### src/pkg/psc_map.svh
`ifndef PSC_MAP_SVH
`define PSC_MAP_SVH

// Clock
`define PSC_CLK_PERIOD_NS      8

// Management register indexes
`define PSC_REG_CONTROL        5'h00
`define PSC_REG_ID_HIGH        5'h02
`define PSC_REG_ID_LOW         5'h03
`define PSC_REG_USER           5'h14
`define PSC_REG_STATUS_EXT     5'h1c
`define PSC_REG_CONFIG_A       5'h1d
`define PSC_REG_CONFIG_B       5'h1e

// Field positions
`define PSC_CTL_LOOPBACK_BIT   14
`define PSC_CTL_ISOLATE_BIT    10
`define PSC_STS_POLARITY_BIT   6
`define PSC_CFA_WIDEN_BIT      7
`define PSC_CFA_FLASH_BIT      11
`define PSC_CFB_NOLP_BIT       0
`define PSC_CFB_SERIAL_BIT     1
`define PSC_CFB_LONG_BIT       4
`define PSC_CFB_HEART_BIT      5

// Reset values
`define PSC_USER_RESET         16'h0000
`define PSC_JAM_BYTE           8'h55

// Timer acceleration
`define PSC_ACCEL_X1           9'h001
`define PSC_ACCEL_X16          9'h010
`define PSC_ACCEL_X64          9'h040
`define PSC_ACCEL_X256         9'h100
`define PSC_ACCEL_NO_AN        2'h3
`define PSC_TIMER_BASE_NS      10000
`define PSC_VIOLATION_LIMIT    5'h1f

// LED timing
`define PSC_LED_WIDEN_NS       42000000
`define PSC_LED_FLASH_NS       42000000
`define PSC_LED_SLOW_NS        500000000

`endif

### src/pkg/psc_pkg.sv
package psc_pkg;

   typedef enum logic [1:0]
   {
      PSC_LED_PLAIN,
      PSC_LED_WIDEN,
      PSC_LED_FLASH,
      PSC_LED_FLASH_SLOW
   } psc_led_mode_t;

   typedef logic [8:0] psc_accel_step_t;

endpackage

### src/rtl/psc_led_shaper.sv
`timescale 1ns/1ps
`include "psc_map.svh"

module psc_led_shaper
#(
   parameter int WIDEN_CYCLES = 1,
   parameter int FLASH_CYCLES = 1,
   parameter int SLOW_CYCLES  = 1
)
(
   // Clock and reset
   input  wire logic clk_sys,
   input  wire logic reset_n,
   // Control
   input  wire logic clear,
   input  wire logic widen_en,
   input  wire logic flash_en,
   input  wire logic activity,
   // Indicator
   output logic      led
);

   localparam int CW = $clog2(SLOW_CYCLES + 1) + 1;

   psc_pkg::psc_led_mode_t mode;
   logic [CW-1:0]          period;
   logic [CW-1:0]          hold;
   logic [CW-1:0]          phase_cnt;
   logic                   phase;
   logic                   busy;

   always_comb
   begin
      mode = psc_pkg::PSC_LED_PLAIN;
      if (flash_en && widen_en)
         mode = psc_pkg::PSC_LED_FLASH_SLOW;
      else if (flash_en)
         mode = psc_pkg::PSC_LED_FLASH;
      else if (widen_en)
         mode = psc_pkg::PSC_LED_WIDEN;
   end

   always_comb
   begin
      unique case (mode)
         psc_pkg::PSC_LED_PLAIN:      period = CW'(1);
         psc_pkg::PSC_LED_WIDEN:      period = CW'(WIDEN_CYCLES);
         psc_pkg::PSC_LED_FLASH:      period = CW'(FLASH_CYCLES);
         psc_pkg::PSC_LED_FLASH_SLOW: period = CW'(SLOW_CYCLES);
      endcase
   end

   assign busy = activity || (hold != '0);

   // Hold reloads on every activity cycle so a pulse lasts a full period
   always_ff @(posedge clk_sys or negedge reset_n)
   begin
      if (!reset_n)
         hold <= '0;
      else if (clear || mode == psc_pkg::PSC_LED_PLAIN)
         hold <= '0;
      else if (activity)
         hold <= period - CW'(1);
      else if (hold != '0)
         hold <= hold - CW'(1);
   end

   // Blink phase starts high at the first busy cycle
   always_ff @(posedge clk_sys or negedge reset_n)
   begin
      if (!reset_n)
      begin
         phase_cnt <= '0;
         phase     <= 1'b1;
      end
      else if (clear || !busy)
      begin
         phase_cnt <= '0;
         phase     <= 1'b1;
      end
      else if (phase_cnt >= period - CW'(1))
      begin
         phase_cnt <= '0;
         phase     <= !phase;
      end
      else
         phase_cnt <= phase_cnt + CW'(1);
   end

   always_ff @(posedge clk_sys or negedge reset_n)
   begin
      if (!reset_n)
         led <= 1'b0;
      else if (clear)
         led <= 1'b0;
      else
      begin
         unique case (mode)
            psc_pkg::PSC_LED_PLAIN:      led <= activity;
            psc_pkg::PSC_LED_WIDEN:      led <= busy;
            psc_pkg::PSC_LED_FLASH:      led <= busy && phase;
            psc_pkg::PSC_LED_FLASH_SLOW: led <= busy && phase;
         endcase
      end
   end

endmodule

### src/rtl/psc_quad_port_ctrl.sv
`timescale 1ns/1ps
`include "psc_map.svh"


module psc_quad_port_ctrl
#(
   parameter int PORTS        = 4,
   parameter int WIDEN_CYCLES = (`PSC_LED_WIDEN_NS + `PSC_CLK_PERIOD_NS - 1) / `PSC_CLK_PERIOD_NS,
   parameter int FLASH_CYCLES = (`PSC_LED_FLASH_NS + `PSC_CLK_PERIOD_NS - 1) / `PSC_CLK_PERIOD_NS,
   parameter int SLOW_CYCLES  = (`PSC_LED_SLOW_NS + `PSC_CLK_PERIOD_NS - 1) / `PSC_CLK_PERIOD_NS
)
(
   // Clock and reset
   input  wire logic                 clk_sys,
   input  wire logic                 reset_n,
   // Timer test controls
   input  wire logic                 timer_accel_test,
   input  wire logic [1:0]           timer_accel_factor,
   // Shared straps
   input  wire logic                 strict_link_check,
   input  wire logic                 led_widen_on,
   input  wire logic                 led_flash_on,
   // Per-port straps
   input  wire logic [PORTS-1:0]     jam_on_transmit,
   input  wire logic [PORTS-1:0]     isolate_strap,
   input  wire logic [PORTS-1:0]     polarity_fix_n,
   input  wire logic [PORTS-1:0]     long_line_sense,
   input  wire logic [PORTS-1:0]     heartbeat_strap,
   input  wire logic [PORTS-1:0]     loopback_strap,
   input  wire logic [PORTS-1:0]     link_pulse_suppress,
   input  wire logic [PORTS-1:0]     serial_mode_strap,
   input  wire logic [PORTS-1:0]     power_off_strap,
   // Identity
   input  wire logic [24:3]          org_identifier,
   input  wire logic [5:0]           model_number,
   input  wire logic [3:0]           revision_number,
   // Port status from the transceiver core
   input  wire logic [PORTS-1:0]     speed_100,
   input  wire logic [PORTS-1:0]     link_detect,
   input  wire logic [PORTS-1:0]     code_violation,
   input  wire logic [PORTS-1:0]     polarity_reversal,
   input  wire logic [PORTS-1:0]     an_finished,
   input  wire logic [PORTS-1:0]     an_restart,
   input  wire logic [PORTS-1:0]     activity,
   // Transmit from the MAC side
   input  wire logic [PORTS-1:0]     transmit_request,
   input  wire logic [8*PORTS-1:0]   tx_byte,
   // Receive from the line side
   input  wire logic [PORTS-1:0]     line_rx_valid,
   input  wire logic [8*PORTS-1:0]   line_rx_byte,
   // Transmit to the line side
   output logic      [PORTS-1:0]     line_tx_en,
   output logic      [8*PORTS-1:0]   line_tx_byte,
   // Receive to the MAC side
   output logic      [PORTS-1:0]     rx_valid,
   output logic      [8*PORTS-1:0]   rx_byte,
   // Decoded management transactions
   input  wire logic                 mgmt_write,
   input  wire logic                 mgmt_read,
   input  wire logic [1:0]           mgmt_port,
   input  wire logic [4:0]           mgmt_addr,
   input  wire logic [15:0]          mgmt_wdata,
   output logic      [15:0]          mgmt_rdata,
   output logic                      mgmt_rvalid,
   // Timer controls
   output logic      [PORTS-1:0]     timer_tick,
   output logic                      an_permitted,
   // Port controls and status
   output logic      [PORTS-1:0]     link_ok,
   output logic      [PORTS-1:0]     polarity_correct,
   output logic      [PORTS-1:0]     long_line_active,
   output logic      [PORTS-1:0]     heartbeat_en,
   output logic      [PORTS-1:0]     loopback_active,
   output logic      [PORTS-1:0]     link_pulse_en,
   output logic      [PORTS-1:0]     isolated,
   output logic      [PORTS-1:0]     port_power_down,
   output logic      [PORTS-1:0]     serial_indication,
   output logic      [PORTS-1:0]     negotiation_complete,
   output logic      [16*PORTS-1:0]  user_reg_mirror,
   output logic      [PORTS-1:0]     led_out
);

   localparam int BASE_CYCLES = (`PSC_TIMER_BASE_NS + `PSC_CLK_PERIOD_NS - 1)
                                / `PSC_CLK_PERIOD_NS;
   localparam int AW          = $clog2(BASE_CYCLES + 256 + 1);

   psc_pkg::psc_accel_step_t accel_step;
   logic [15:0]              rd_word [PORTS];

   // Step per cycle; the prescaler wraps after BASE_CYCLES units
   always_comb
   begin
      accel_step = `PSC_ACCEL_X1;
      if (timer_accel_test)
      begin
         unique case (timer_accel_factor)
            2'h0: accel_step = `PSC_ACCEL_X1;
            2'h1: accel_step = `PSC_ACCEL_X16;
            2'h2: accel_step = `PSC_ACCEL_X64;
            2'h3: accel_step = `PSC_ACCEL_X256;
         endcase
      end
   end

   // Negotiation timing breaks down at the top factor
   assign an_permitted = !(timer_accel_test && timer_accel_factor == `PSC_ACCEL_NO_AN);

   genvar gi;
   generate
      for (gi = 0; gi < PORTS; gi++)
      begin : g_port
         logic          wr_hit;
         logic          pwr_off;
         logic          strap_taken;
         logic          ctl_isolate;
         logic          ctl_loopback;
         logic          cfa_widen;
         logic          cfa_flash;
         logic          cfb_nolp;
         logic          cfb_serial;
         logic          cfb_long;
         logic          cfb_heart;
         logic [15:0]   user_reg;
         logic          pol_flag;
         logic [4:0]    viol_cnt;
         logic          an_done;
         logic [AW-1:0] accel_acc;
         logic [AW-1:0] next_accel_acc;
         logic          loop_on;
         logic [7:0]    tx_in;

         assign wr_hit  = mgmt_write && mgmt_port == 2'(gi);
         assign pwr_off = power_off_strap[gi];
         assign tx_in   = tx_byte[8*gi +: 8];

         // Timer prescaler per port
         assign next_accel_acc = accel_acc + AW'(accel_step);

         always_ff @(posedge clk_sys or negedge reset_n)
         begin
            if (!reset_n)
            begin
               accel_acc      <= '0;
               timer_tick[gi] <= 1'b0;
            end
            else if (pwr_off)
            begin
               accel_acc      <= '0;
               timer_tick[gi] <= 1'b0;
            end
            else if (next_accel_acc >= AW'(BASE_CYCLES))
            begin
               accel_acc      <= next_accel_acc - AW'(BASE_CYCLES);
               timer_tick[gi] <= 1'b1;
            end
            else
            begin
               accel_acc      <= next_accel_acc;
               timer_tick[gi] <= 1'b0;
            end
         end

         // Strap is sampled on the first edge after reset or powerdown
         always_ff @(posedge clk_sys or negedge reset_n)
         begin
            if (!reset_n)
            begin
               strap_taken <= 1'b0;
               ctl_isolate <= 1'b0;
            end
            else if (pwr_off)
            begin
               strap_taken <= 1'b0;
               ctl_isolate <= 1'b0;
            end
            else if (!strap_taken)
            begin
               strap_taken <= 1'b1;
               ctl_isolate <= isolate_strap[gi];
            end
            else if (wr_hit && mgmt_addr == `PSC_REG_CONTROL)
               ctl_isolate <= mgmt_wdata[`PSC_CTL_ISOLATE_BIT];
         end

         // Writable management bits
         always_ff @(posedge clk_sys or negedge reset_n)
         begin
            if (!reset_n)
            begin
               ctl_loopback <= 1'b0;
               cfa_widen    <= 1'b0;
               cfa_flash    <= 1'b0;
               cfb_nolp     <= 1'b0;
               cfb_serial   <= 1'b0;
               cfb_long     <= 1'b0;
               cfb_heart    <= 1'b0;
               user_reg     <= `PSC_USER_RESET;
            end
            else if (pwr_off)
            begin
               ctl_loopback <= 1'b0;
               cfa_widen    <= 1'b0;
               cfa_flash    <= 1'b0;
               cfb_nolp     <= 1'b0;
               cfb_serial   <= 1'b0;
               cfb_long     <= 1'b0;
               cfb_heart    <= 1'b0;
               user_reg     <= `PSC_USER_RESET;
            end
            else if (wr_hit)
            begin
               unique case (mgmt_addr)
                  `PSC_REG_CONTROL:
                     ctl_loopback <= mgmt_wdata[`PSC_CTL_LOOPBACK_BIT];
                  `PSC_REG_CONFIG_A:
                  begin
                     cfa_widen <= mgmt_wdata[`PSC_CFA_WIDEN_BIT];
                     cfa_flash <= mgmt_wdata[`PSC_CFA_FLASH_BIT];
                  end
                  `PSC_REG_CONFIG_B:
                  begin
                     cfb_nolp   <= mgmt_wdata[`PSC_CFB_NOLP_BIT];
                     cfb_serial <= mgmt_wdata[`PSC_CFB_SERIAL_BIT];
                     cfb_long   <= mgmt_wdata[`PSC_CFB_LONG_BIT];
                     cfb_heart  <= mgmt_wdata[`PSC_CFB_HEART_BIT];
                  end
                  `PSC_REG_USER:
                     user_reg <= mgmt_wdata;
                  default:
                     ;
               endcase
            end
         end

         // Violation count restarts whenever the link itself drops
         always_ff @(posedge clk_sys or negedge reset_n)
         begin
            if (!reset_n)
               viol_cnt <= '0;
            else if (pwr_off || !link_detect[gi])
               viol_cnt <= '0;
            else if (code_violation[gi] && viol_cnt != `PSC_VIOLATION_LIMIT)
               viol_cnt <= viol_cnt + 5'h01;
         end

         // Flag follows detection only while correction is active at 10M
         always_ff @(posedge clk_sys or negedge reset_n)
         begin
            if (!reset_n)
               pol_flag <= 1'b0;
            else if (pwr_off)
               pol_flag <= 1'b0;
            else
               pol_flag <= polarity_correct[gi];
         end

         // Done wins over a restart seen in the same cycle
         always_ff @(posedge clk_sys or negedge reset_n)
         begin
            if (!reset_n)
               an_done <= 1'b0;
            else if (pwr_off)
               an_done <= 1'b0;
            else if (an_finished[gi])
               an_done <= 1'b1;
            else if (an_restart[gi])
               an_done <= 1'b0;
         end

         assign loop_on = loopback_strap[gi] || ctl_loopback;

         // Datapath; loopback feeds transmit back into receive
         always_ff @(posedge clk_sys or negedge reset_n)
         begin
            if (!reset_n)
            begin
               line_tx_en[gi]            <= 1'b0;
               line_tx_byte[8*gi +: 8]   <= 8'h00;
               rx_valid[gi]              <= 1'b0;
               rx_byte[8*gi +: 8]        <= 8'h00;
            end
            else
            begin
               line_tx_en[gi] <= transmit_request[gi] && !ctl_isolate && !loop_on
                                 && !pwr_off;
               line_tx_byte[8*gi +: 8] <= jam_on_transmit[gi] && transmit_request[gi]
                                          ? `PSC_JAM_BYTE : tx_in;
               if (ctl_isolate || pwr_off)
               begin
                  rx_valid[gi]       <= 1'b0;
                  rx_byte[8*gi +: 8] <= 8'h00;
               end
               else if (loop_on)
               begin
                  rx_valid[gi]       <= transmit_request[gi];
                  rx_byte[8*gi +: 8] <= jam_on_transmit[gi] && transmit_request[gi]
                                        ? `PSC_JAM_BYTE : tx_in;
               end
               else
               begin
                  rx_valid[gi]       <= line_rx_valid[gi];
                  rx_byte[8*gi +: 8] <= line_rx_byte[8*gi +: 8];
               end
            end
         end

         assign link_ok[gi]          = link_detect[gi] && !(strict_link_check
                                       && viol_cnt == `PSC_VIOLATION_LIMIT);
         assign polarity_correct[gi] = polarity_reversal[gi] && !polarity_fix_n[gi]
                                       && !speed_100[gi];
         assign long_line_active[gi] = long_line_sense[gi] || cfb_long;
         assign heartbeat_en[gi]     = heartbeat_strap[gi] || cfb_heart;
         assign loopback_active[gi]  = loop_on;
         assign link_pulse_en[gi]    = speed_100[gi]
                                       || !(link_pulse_suppress[gi] || cfb_nolp);
         assign isolated[gi]         = ctl_isolate;
         assign port_power_down[gi]  = pwr_off;
         assign serial_indication[gi] = (serial_mode_strap[gi] || cfb_serial)
                                        && !speed_100[gi];
         assign negotiation_complete[gi]   = an_done;
         assign user_reg_mirror[16*gi +: 16] = user_reg;

         // Read view of this port's registers
         always_comb
         begin
            rd_word[gi] = 16'h0000;
            unique case (mgmt_addr)
               `PSC_REG_CONTROL:
               begin
                  rd_word[gi][`PSC_CTL_LOOPBACK_BIT] = ctl_loopback;
                  rd_word[gi][`PSC_CTL_ISOLATE_BIT]  = ctl_isolate;
               end
               `PSC_REG_ID_HIGH:
                  rd_word[gi] = org_identifier[18:3];
               `PSC_REG_ID_LOW:
                  rd_word[gi] = {org_identifier[24:19], model_number, revision_number};
               `PSC_REG_USER:
                  rd_word[gi] = user_reg;
               `PSC_REG_STATUS_EXT:
                  rd_word[gi][`PSC_STS_POLARITY_BIT] = pol_flag;
               `PSC_REG_CONFIG_A:
               begin
                  rd_word[gi][`PSC_CFA_WIDEN_BIT] = cfa_widen;
                  rd_word[gi][`PSC_CFA_FLASH_BIT] = cfa_flash;
               end
               `PSC_REG_CONFIG_B:
               begin
                  rd_word[gi][`PSC_CFB_NOLP_BIT]   = cfb_nolp;
                  rd_word[gi][`PSC_CFB_SERIAL_BIT] = cfb_serial;
                  rd_word[gi][`PSC_CFB_LONG_BIT]   = cfb_long;
                  rd_word[gi][`PSC_CFB_HEART_BIT]  = cfb_heart;
               end
               default:
                  rd_word[gi] = 16'h0000;
            endcase
         end

         // One shaper per port keeps LED timing independent
         psc_led_shaper
         #(
            .WIDEN_CYCLES (WIDEN_CYCLES),
            .FLASH_CYCLES (FLASH_CYCLES),
            .SLOW_CYCLES  (SLOW_CYCLES)
         )
         u_led
         (
            .clk_sys  (clk_sys),
            .reset_n  (reset_n),
            .clear    (pwr_off),
            .widen_en (led_widen_on || cfa_widen),
            .flash_en (led_flash_on || cfa_flash),
            .activity (activity[gi]),
            .led      (led_out[gi])
         );
      end
   endgenerate

   // Read data is registered one cycle after the read strobe
   always_ff @(posedge clk_sys or negedge reset_n)
   begin
      if (!reset_n)
      begin
         mgmt_rdata  <= 16'h0000;
         mgmt_rvalid <= 1'b0;
      end
      else
      begin
         mgmt_rvalid <= mgmt_read;
         if (mgmt_read)
            mgmt_rdata <= rd_word[mgmt_port];
      end
   end

endmodule

### config.mk
export PLATFORM = sky130hd
export DESIGN_NAME = psc_quad_port_ctrl
export DESIGN_NICKNAME = d
export VERILOG_FILES = /design/src/pkg/psc_pkg.sv /design/src/rtl/psc_led_shaper.sv /design/src/rtl/psc_quad_port_ctrl.sv
export VERILOG_INCLUDE_DIRS = /design/src /design/src/pkg
export SDC_FILE = /design/constraint.sdc
export NUM_CORES = 1
export LEC_CHECK = 0
export BUFFER_PORTS_ARGS = -buffer_cell sky130_fd_sc_hd__buf_4
export CAP_MARGIN = 15
export CORE_ASPECT_RATIO = 1.2
export CORE_MARGIN = 5
export CORE_UTILIZATION = 45
export DETAILED_ROUTE_END_ITERATION = 10
export GPL_ROUTABILITY_DRIVEN = 1
export GPL_TIMING_DRIVEN = 0
export PLACE_DENSITY = 0.66
export SLEW_MARGIN = 15
export SYNTH_ARGS = -nofsm -noshare
export SYNTH_HDL_FRONTEND = slang
export SYNTH_SLANG_ARGS = --single-unit
### constraint.sdc
create_clock -name clk_sys -period 3.81 [get_ports clk_sys]
set_clock_uncertainty 0.1 [all_clocks]
set_input_delay 1.143 -clock clk_sys [delete_from_list [all_inputs] [get_ports clk_sys]]
set_output_delay 1.143 -clock clk_sys [all_outputs]
set_load 0.1 [all_outputs]
# After elaboration in Yosys (flattened, before gate mapping)
# Cells that the tools add are included.
dict set report op_classes {
  n_addsub 24
  multipliers 0
  div_mod_pow 0
  magnitude_cmp 9
  eq_ne 36
  n_shift 0
  muxes 249
  n_bitwise 1
  reduce_logical 221
}
# op count
set op_table {}
lappend op_table {{$mux W27} 20}
lappend op_table {{$pmux W27 S3} 4}
lappend op_table {{$sub A27 B1 Y27 const B} 8}
lappend op_table {{$mux W16} 11}
lappend op_table {{$mux W1} 127}
lappend op_table {{$add A27 B1 Y27 const B} 4}
lappend op_table {{$ge A27 B27 Y1} 4}
lappend op_table {{$reduce_bool A27 Y1} 4}
lappend op_table {{$mux W8} 12}
lappend op_table {{$mux W11} 8}
lappend op_table {{$pmux W1 S4} 20}
lappend op_table {{$pmux W2 S3} 12}
lappend op_table {{$pmux W2 S4} 8}
lappend op_table {{$logic_and A1 B1 Y1} 57}
lappend op_table {{$reduce_bool A2 Y1} 28}
lappend op_table {{$logic_or A1 B1 Y1} 52}
lappend op_table {{$add A11 B9 Y11} 4}
lappend op_table {{$ge A11 B11 Y1 const B} 4}
lappend op_table {{$sub A11 B11 Y11 const B} 4}
lappend op_table {{$logic_not A1 Y1} 41}
lappend op_table {{$eq A5 B5 Y1 const B} 8}
lappend op_table {{$mux W5} 8}
lappend op_table {{$pmux W9 S4} 1}
lappend op_table {{$bmux W16 S2} 1}
lappend op_table {{other kinds (16)} 90}
dict set report totals {
  regBits 489
  latch_bits 0
  ram_bits 0
  romBits 0
  in_bits 201
  output_inout_bits 202
  word_cells 634
  mem_count 0
}

# Logic depth before layout (Yosys ltp)
# Gate-level depths: netlist of the first run.
dict set report depth {
  ltp_word 11
  depth_mapped 14
  depth_no_buf 12
}

# Hierarchy
# From an unflattened synthesis of the first run, not the netlist that was laid out.
dict set report hier_totals {
  cells_unflattened 2909
  hier_area_um2 27898.0
}
# mod instances cells_each area_each_um2 seq_area_each_um2
set modules_own_cells {}
lappend modules_own_cells {psc_quad_port_ctrl 1 1422 13994.7 6631.4}
lappend modules_own_cells {{psc_led_shaper (g_port[0].u_led ...)} 3 373 3473.3 1402.6}
lappend modules_own_cells {{psc_led_shaper (g_port[2].u_led)} 1 368 3483.3 1402.6}

# Least setup slack after synthesis of the first run
# No wires, ideal clock.
dict set report synth_timing {
  path_type {input port to output port}
  from {input speed_100[0]}
  to {output polarity_correct[0]}
  arrival_ps 3388
  path_slack_ps -821
  cell_stages 1
  path_buffers 0
  path_cell_list {nor3b_1}
}
dict set report synth_between {
  elab_chain_len 2
}
# element line
set synth_rtl {}
lappend synth_rtl {{from (decl)} psc_quad_port_ctrl.sv:38} ;# input wire logic [PORTS-1:0] speed_100,
lappend synth_rtl {{$logic_not A1 Y1} psc_quad_port_ctrl.sv:310} ;# && !speed_100[gi];
lappend synth_rtl {{$logic_and A1 B1 Y1} psc_quad_port_ctrl.sv:310}
lappend synth_rtl {{to (decl)} psc_quad_port_ctrl.sv:70} ;# output logic [PORTS-1:0] polarity_correct,
# Every way passes these cells.

# Worst setup path in the final report of the first run
dict set report layout_timing {
  from {input loopback_strap[3]}
  to {output loopback_active[3]}
}
dict set report layout_between {
  elab_chain_len 1
}
# element line
set layout_rtl {}
lappend layout_rtl {{from (decl)} psc_quad_port_ctrl.sv:29} ;# input wire logic [PORTS-1:0] loopback_strap,
lappend layout_rtl {{$logic_or A1 B1 Y1} psc_quad_port_ctrl.sv:270} ;# assign loop_on = loopback_strap[gi] || ctl_loopback;
lappend layout_rtl {{to (decl)} psc_quad_port_ctrl.sv:73} ;# output logic [PORTS-1:0] loopback_active,
# Every way passes these cells.

==> results of run 1 <==
where the power goes:
part	switching [mW]	internal, mW	total, mW
Clock	2.18	3.10	5.28
Sequential	0.150	5.38	5.53
Combinational	1.66	0.761	2.42
Total	3.99	9.24	13.2
area by class of cell:
cell class	instances	share of cell area (%)
repair buffers	396	9.29
clock buffers	78	4.68
inverters	91	1.03
diodes	3	0.0226
flip-flops and latches	489	36.8
multi-input cells	2076	42.3
plain buffers	136	2.21
well taps	800	3.01
clock inverters	17	0.662
what timing repair did:
item                                    CTS  global route
gates resized for setup                   8            16
buffers inserted                          0             1
endpoints found under the setup margin   42            88
pin swaps                                 0             2
cells in the mapped netlist, drive strengths merged, types with 27 or more instances:
master	count	share of area, %
a211oi	32	0.90
a21oi	178	3.3
a22o	78	2.5
a31oi	27	0.62
and2	34	0.78
and3	49	1.1
buf	56	1.5
clkbuf	80	1.2
dfrtp	485	45
ha	152	7.0
inv	87	1.2
mux2i	65	2.4
nand2	194	2.7
nand2b	28	0.65
nand3	91	1.7
nand4	39	0.98
nor2	376	5.2
nor2b	33	0.76
nor3	80	1.6
nor4	27	0.79
o21ai	61	1.2
or2	30	0.69
xnor2	136	4.4
xor2	118	3.8
metrics by stage:
step	total power, mW	hold WS (ns)	worst slack (ns)	cell area (um2)	utilization, %
after floorplan	7.23	0.323	0.00795	27300	-
after global placement	7.94	0.334	-3.69	31200	52.2
after detailed placement	8.02	0.343	-0.909	31300	52.5
after CTS	13.3	0.344	0.0227	33100	55.5
after global routing	13.8	0.365	0.000321	33300	55.7
final	13.2	0.354	0.113	33300	55.7
worst max-delay path: cells and delay by family:
family        cells  cell delay, ns
buf+inv           5            0.90
simple gates      1            0.39
worst paths after layout:
check	from	slack, ns	cells after the start	to
hold reg to reg	g_port[3].strap_taken	0.36	1	g_port[3].ctl_isolate
min in group clk_sys	g_port[3].strap_taken	0.36	1	g_port[3].ctl_isolate
setup reg to reg	g_port[3].cfa_flash	0.42	12	g_port[3].u_led.phase_cnt[16]
setup / recovery	loopback_strap[3]	0.11	6	loopback_active[3]
hold / removal	reset_n	0.35	1	g_port[2].u_led.phase_cnt[20]
max in group asynchronous	reset_n	2.04	3	rx_byte[27]
cells by family after synthesis:
group                      Yosys count  share of synthesized area (%)
and+or+nand+nor                   1070                           19.6
AOI/OAI and AO/OA                  515                           12.9
DFF                                489                           45.1
xor gates and xnor gates           254                           8.25
buffers and inverters              227                           3.95
adders and majority gates          152                           7.00
muxes                               77                           3.18
other                                1                         0.0138
routing by layer:
layer | vias up | global-route usage [%]
li1 | 10700 | -
met1 | 11300 | 31.0
met2 | 690 | 39.2
met3 | 168 | 4.82
met4 | 0 | 8.01
met5 | - | 0
==> impl_metrics.json, run 1 <==
{
  "status": "complete, no violations",
  "syn_inst": 2785,
  "finalHoldViolations": 0,
  "cp.arrival_ns": 2.45,
  "multi_input_area_mm2": 0.0141,
  "rows": 98,
  "postCtsHoldBufs": 0,
  "vias_per_cell": 5.61,
  "pin_count": 403,
  "avgSynthCellArea_um2": 9.75,
  "drv_slew": 0,
  "gp_congestion": 0.898,
  "cap_violations": 0,
  "wl_mm": 80.4,
  "wl_met3_mm": 5.30,
  "final.period_utilization_pct": 97.0,
  "cp_common_cell": "buf_4",
  "track_usage_pct": 23.7,
  "synth_area_mm2": 0.0272,
  "cts_buffer_depth": 3,
  "dpl.hpwl_mm": 60.1,
  "drcViolationCount": 0,
  "p_leak_nw": 15.6,
  "h-tree-depth": 2,
  "slowest_delay_ns": 0.39,
  "timing.setup.tns_ns": 0,
  "grt_pass1_vias": 22900,
  "grt_pass1_wl_mm": 125,
  "dp.cells": 3987,
  "synth_cell_types": 106,
  "placeableCoreArea_mm2": 0.0597,
  "path_class": "in -> out",
  "yosysWarnings": 0,
  "setup_viol": 0,
  "cts_made_buffers": 52,
  "n_fill_cell": 5271,
  "via_count": 22900,
  "critPathRequiredTime_ns": 2.57,
  "drive_gt1_share_pct": 20.2,
  "dr.max_layer_used": "met4",
  "clock_sinks": 489,
  "grt_max_degree": 104,
  "cts_root_buf": "clkbuf_16",
  "ir_drop_mv": 0.354,
  "ys_seq_elements": 489,
  "end_kind": "primary output",
  "clkTransAtPathRegs_ns": 0.06,
  "path_max_fanout": 10,
  "fin_cells": 4086,
  "wl_met2_mm": 38.9,
  "final_net_count": 3595,
  "startpoint_type": "primary input",
  "min_path_type": "in -> async",
  "dr.pass1.iters": 5,
  "period_needed_ns": 3.70,
  "die_y_um": 279,
  "cts_tree": "done",
  "worst_pin_slew_ns": 1.07,
  "area_delta_synth_final_pct": 22.6,
  "async_flop_share_pct": 100,
  "antenna_left": 0,
  "power_density_mw_per_mm2": 398,
  "start_util_pct": 45.5,
  "register_area_mm2": 0.0122,
  "synth_edf_count": 0,
  "port_buffers": 390,
  "die-area_mm2": 0.0654,
  "overflow": 0,
  "avgRoutedWirePerCell_um": 19.7,
  "synthFlopType": "dfrtp_1",
  "layout_commonest_cell": "dfrtp_1",
  "rsz0062_at_grt": "false",
  "wl_met1_mm": 33.3,
  "fmax_mhz": 270,
  "fp.dieW_um": 234,
  "drt_iter0_markers": 1731,
  "synth-seq-area-share_pct": 45.1,
  "crit_chain": "buf_4, nor2_2, inv_1, clkbuf_1, buf_4, buf_4",
  "final_cell_mix": "dfrtp_1, buf_4, nor2_1, nand2_1, a21oi_1",
  "antenna_found_initial": 5,
  "relSlewSlack_pct": 28.8,
  "clk_latency_ns": 0.61,
  "critPathSlowestCell": "nor2_2"
}
Power figures use the tool's default switching activity.
==> run 2: changes to the inputs <==
--- a/config.mk
+++ b/config.mk
@@ -6,11 +6,13 @@
 export SDC_FILE = /design/constraint.sdc
 export NUM_CORES = 1
 export LEC_CHECK = 0
+export ABC_CLOCK_PERIOD_IN_PS = 3700
 export BUFFER_PORTS_ARGS = -buffer_cell sky130_fd_sc_hd__buf_4
 export CAP_MARGIN = 15
 export CORE_ASPECT_RATIO = 1.2
 export CORE_MARGIN = 5
 export CORE_UTILIZATION = 45
+export CTS_BUF_LIST = sky130_fd_sc_hd__clkbuf_16
 export DETAILED_ROUTE_END_ITERATION = 10
 export GPL_ROUTABILITY_DRIVEN = 1
 export GPL_TIMING_DRIVEN = 0
==> constraint.sdc (replaced) <==
create_clock -name clk_sys -period 3.7 [get_ports clk_sys]
set_clock_uncertainty 0.1 [all_clocks]
set_input_delay 1.11 -clock clk_sys [delete_from_list [all_inputs] [get_ports clk_sys]]
set_output_delay 1.11 -clock clk_sys [all_outputs]
set_load 0.1 [all_outputs]
==> run 2 against run 1 <==
Critical endpoint is now g_port[1].accel_acc[3]. Hold slack lost 0.013 ns. Wire length is 0.51% higher. Register-to-register slack got worse by 0.06 ns. Die area did not move. Utilization barely moved. Global-route usage rose by 0.14 points. Non-clock buffer count increased by 3. Final area barely moved. Critical path depth is 8 higher. Sequential cell count unchanged.
==> impl_metrics.json, run 2 (same netlist as run 1, synthesis figures left out) <==
{
  "rsz0062_at_grt": "true",
  "status": "complete, no violations",
  "crit_chain": "buf_4, o21ai_4, ha_2, ha_1, buf_6, xor2_1, inv_1, ha_1, and4bb_2, a31oi_2, or2_2, a211oi_4, or3_1, a21oi_1",
  "gr-max-usage-layer": "met2",
  "seqPwrFrac_pct": 42.7,
  "dp.cells": 3986,
  "clkTransAtPathRegs_ns": 0.06,
  "antenna_left": 0,
  "overflow": 0,
  "r2r-end": "g_port[2].u_led.phase_cnt[11]",
  "cts_root_buf": "clkbuf_16",
  "h-tree-depth": 2,
  "clk_latency_ns": 0.62,
  "dr.pass1.iters": 5,
  "layout_commonest_cell": "dfrtp_1",
  "cts_buffer_depth": 3,
  "period_needed_ns": 3.64,
  "startpoint_type": "primary input",
  "final_net_count": 3598,
  "start_util_pct": 45.5,
  "rows": 98,
  "timing.setup.tns_ns": 0,
  "cts_made_buffers": 52,
  "vias_per_cell": 5.57,
  "whs_endpoint": "g_port[3].ctl_isolate",
  "hold_path_depth": 1,
  "pwr-share-clk_pct": 38.6,
  "path_class": "in -> reg",
  "power.switching_mw": 4.11,
  "drcViolationCount": 0,
  "cp_top_family": "simple AND/OR/NAND/NOR gates",
  "cp_common_cell": "ha_1",
  "total_power_mw": 13.3,
  "port_buffers": 390,
  "whs_ns": 0.342,
  "cts_tree": "done",
  "grt_pass1_wl_mm": 126,
  "grt_use_met1_pct": 30.9,
  "via_count": 22800,
  "cap_violations": 0,
  "fin_cells": 4087,
  "setup_viol": 0,
  "postCtsHoldBufs": 0,
  "worst-path-buf-inv": 3,
  "rr_startpoint": "g_port[2].cfa_flash",
  "avgRoutedWirePerCell_um": 19.8,
  "clock_sinks": 489,
  "area_delta_synth_final_pct": 22.6,
  "die_y_um": 279,
  "path_max_fanout": 8,
  "critPathSlowestCell": "or3_1",
  "ir_drop_mv": 0.329,
  "gp_congestion": 0.905,
  "reg2reg_depth": 12,
  "end_kind": "register",
  "final.period_utilization_pct": 98.4,
  "wl_mm": 80.8,
  "slowest_delay_ns": 0.39,
  "power_density_mw_per_mm2": 401,
  "intPower_mw": 9.23,
  "min_from": "g_port[3].strap_taken",
  "die-area_mm2": 0.0654,
  "grt_util_met2_pct": 39.8,
  "swShare_pct": 30.8,
  "final_cell_mix": "dfrtp_1, buf_4, nor2_1, nand2_1, a21oi_1",
  "drive_gt1_share_pct": 20.1,
  "fmax_mhz": 275,
  "final_util_pct": 55.7,
  "placeableCoreArea_mm2": 0.0597,
  "relSlewSlack_pct": 28.2,
  "p_leak_nw": 15.6,
  "drt_iter0_markers": 1450,
  "grt_pass1_vias": 23100,
  "track_usage_pct": 23.8,
  "min_path_type": "reg -> reg",
  "fp.dieW_um": 234,
  "comb_power_share_pct": 18.7,
  "dpl.hpwl_mm": 60.7,
  "cp-startpoint": "timer_accel_factor[1]",
  "worst_pin_slew_ns": 1.07,
  "critPathRequiredTime_ns": 4.12,
  "finalHoldViolations": 0,
  "antenna_found_initial": 5,
  "pin_count": 403,
  "drv_slew": 0,
  "grt_max_degree": 108,
  "cp.arrival_ns": 4.06,
  "rrSetupSlack_ns": 0.36,
  "grt_util_met3_pct": 5.25
}
run 2: cell count changes in the layout (fill, tap and decap cells not counted), moves of 3 or more:
cell / previous run / this run
clkinv_1: 4 / 17
buf_6: 7 / 11
ha_1: 146 / 143
clkinv_2: 8 / 4
clkinv_4: 0 / 3
clkbuf_8: 17 / 1
o21bai_2: 0 / 4
o21bai_1: 5 / 1
clkbuf_1: 86 / 76
inv_1: 82 / 95
run 2: layer usage:
metal | share of wire, % | vias to the layer above
met1 | 41 | 11200
met2 | 49 | 629
met5 | 0.016 | -
li1 | - | 10700
met3 | 6.4 | 153
met4 | 3.4 | 2
run 2: power by group through the flow:
| stage | Sequential, mW | Clock [mW] | Combinational [mW] |
|---|---|---|---|
| 2_1_floorplan | 6.21 | 0 | 1.24 |
| 3_3_place_gp | 5.77 | 0 | 2.41 |
| 3_5_place_dp | 5.79 | 0 | 2.48 |
| 4_1_cts | 5.69 | 5.26 | 2.50 |
| 5_1_grt | 5.72 | 5.50 | 2.70 |
| 6_report | 5.69 | 5.15 | 2.50 |
run 2: worst max path at each step:
stage	endpoint	slack (ns)	depth (start not counted)
floorplan	g_port[0].u_led.phase_cnt[10]	-0.002	13
global placement	line_tx_byte[24]	-3.73	1
detailed placement	g_port[1].accel_acc[3]	-0.97	14
CTS	g_port[1].accel_acc[3]	0.005	14
global route	g_port[1].accel_acc[3]	-0.13	14
finish	g_port[1].accel_acc[3]	0.06	14
run 2: layout make-up:
cell class / instances / area, um2
tap: 800 / 1000
fill: 5271 / 26400
sequential: 489 / 12200
timing repair buffer: 399 / 3080
clock buffer: 52 / 1300
inverter: 91 / 350
buffer: 136 / 753
multi-input combinational: 2076 / 14200
antenna: 2 / 5.00
clock inverter: 42 / 355
run 2: through the flow:
stage,cell area (um2),setup WS [ns]
global placement,31300,-3.73
detailed placement,31400,-0.966
finish,33300,0.0588
CTS,33100,0.00523
global route,33300,-0.127
floorplan,27400,-0.00198
run 2: repair_timing:
| item | in CTS | in global routing |
|---|---|---|
| pin swaps | 0 | 5 |
| cloned | 0 | 0 |
| setup endpoints to repair | 42 | 59 |
| gates resized for setup | 8 | 23 |
| hold endpoints to repair | 0 | 0 |
| setup buffers | 0 | 5 |
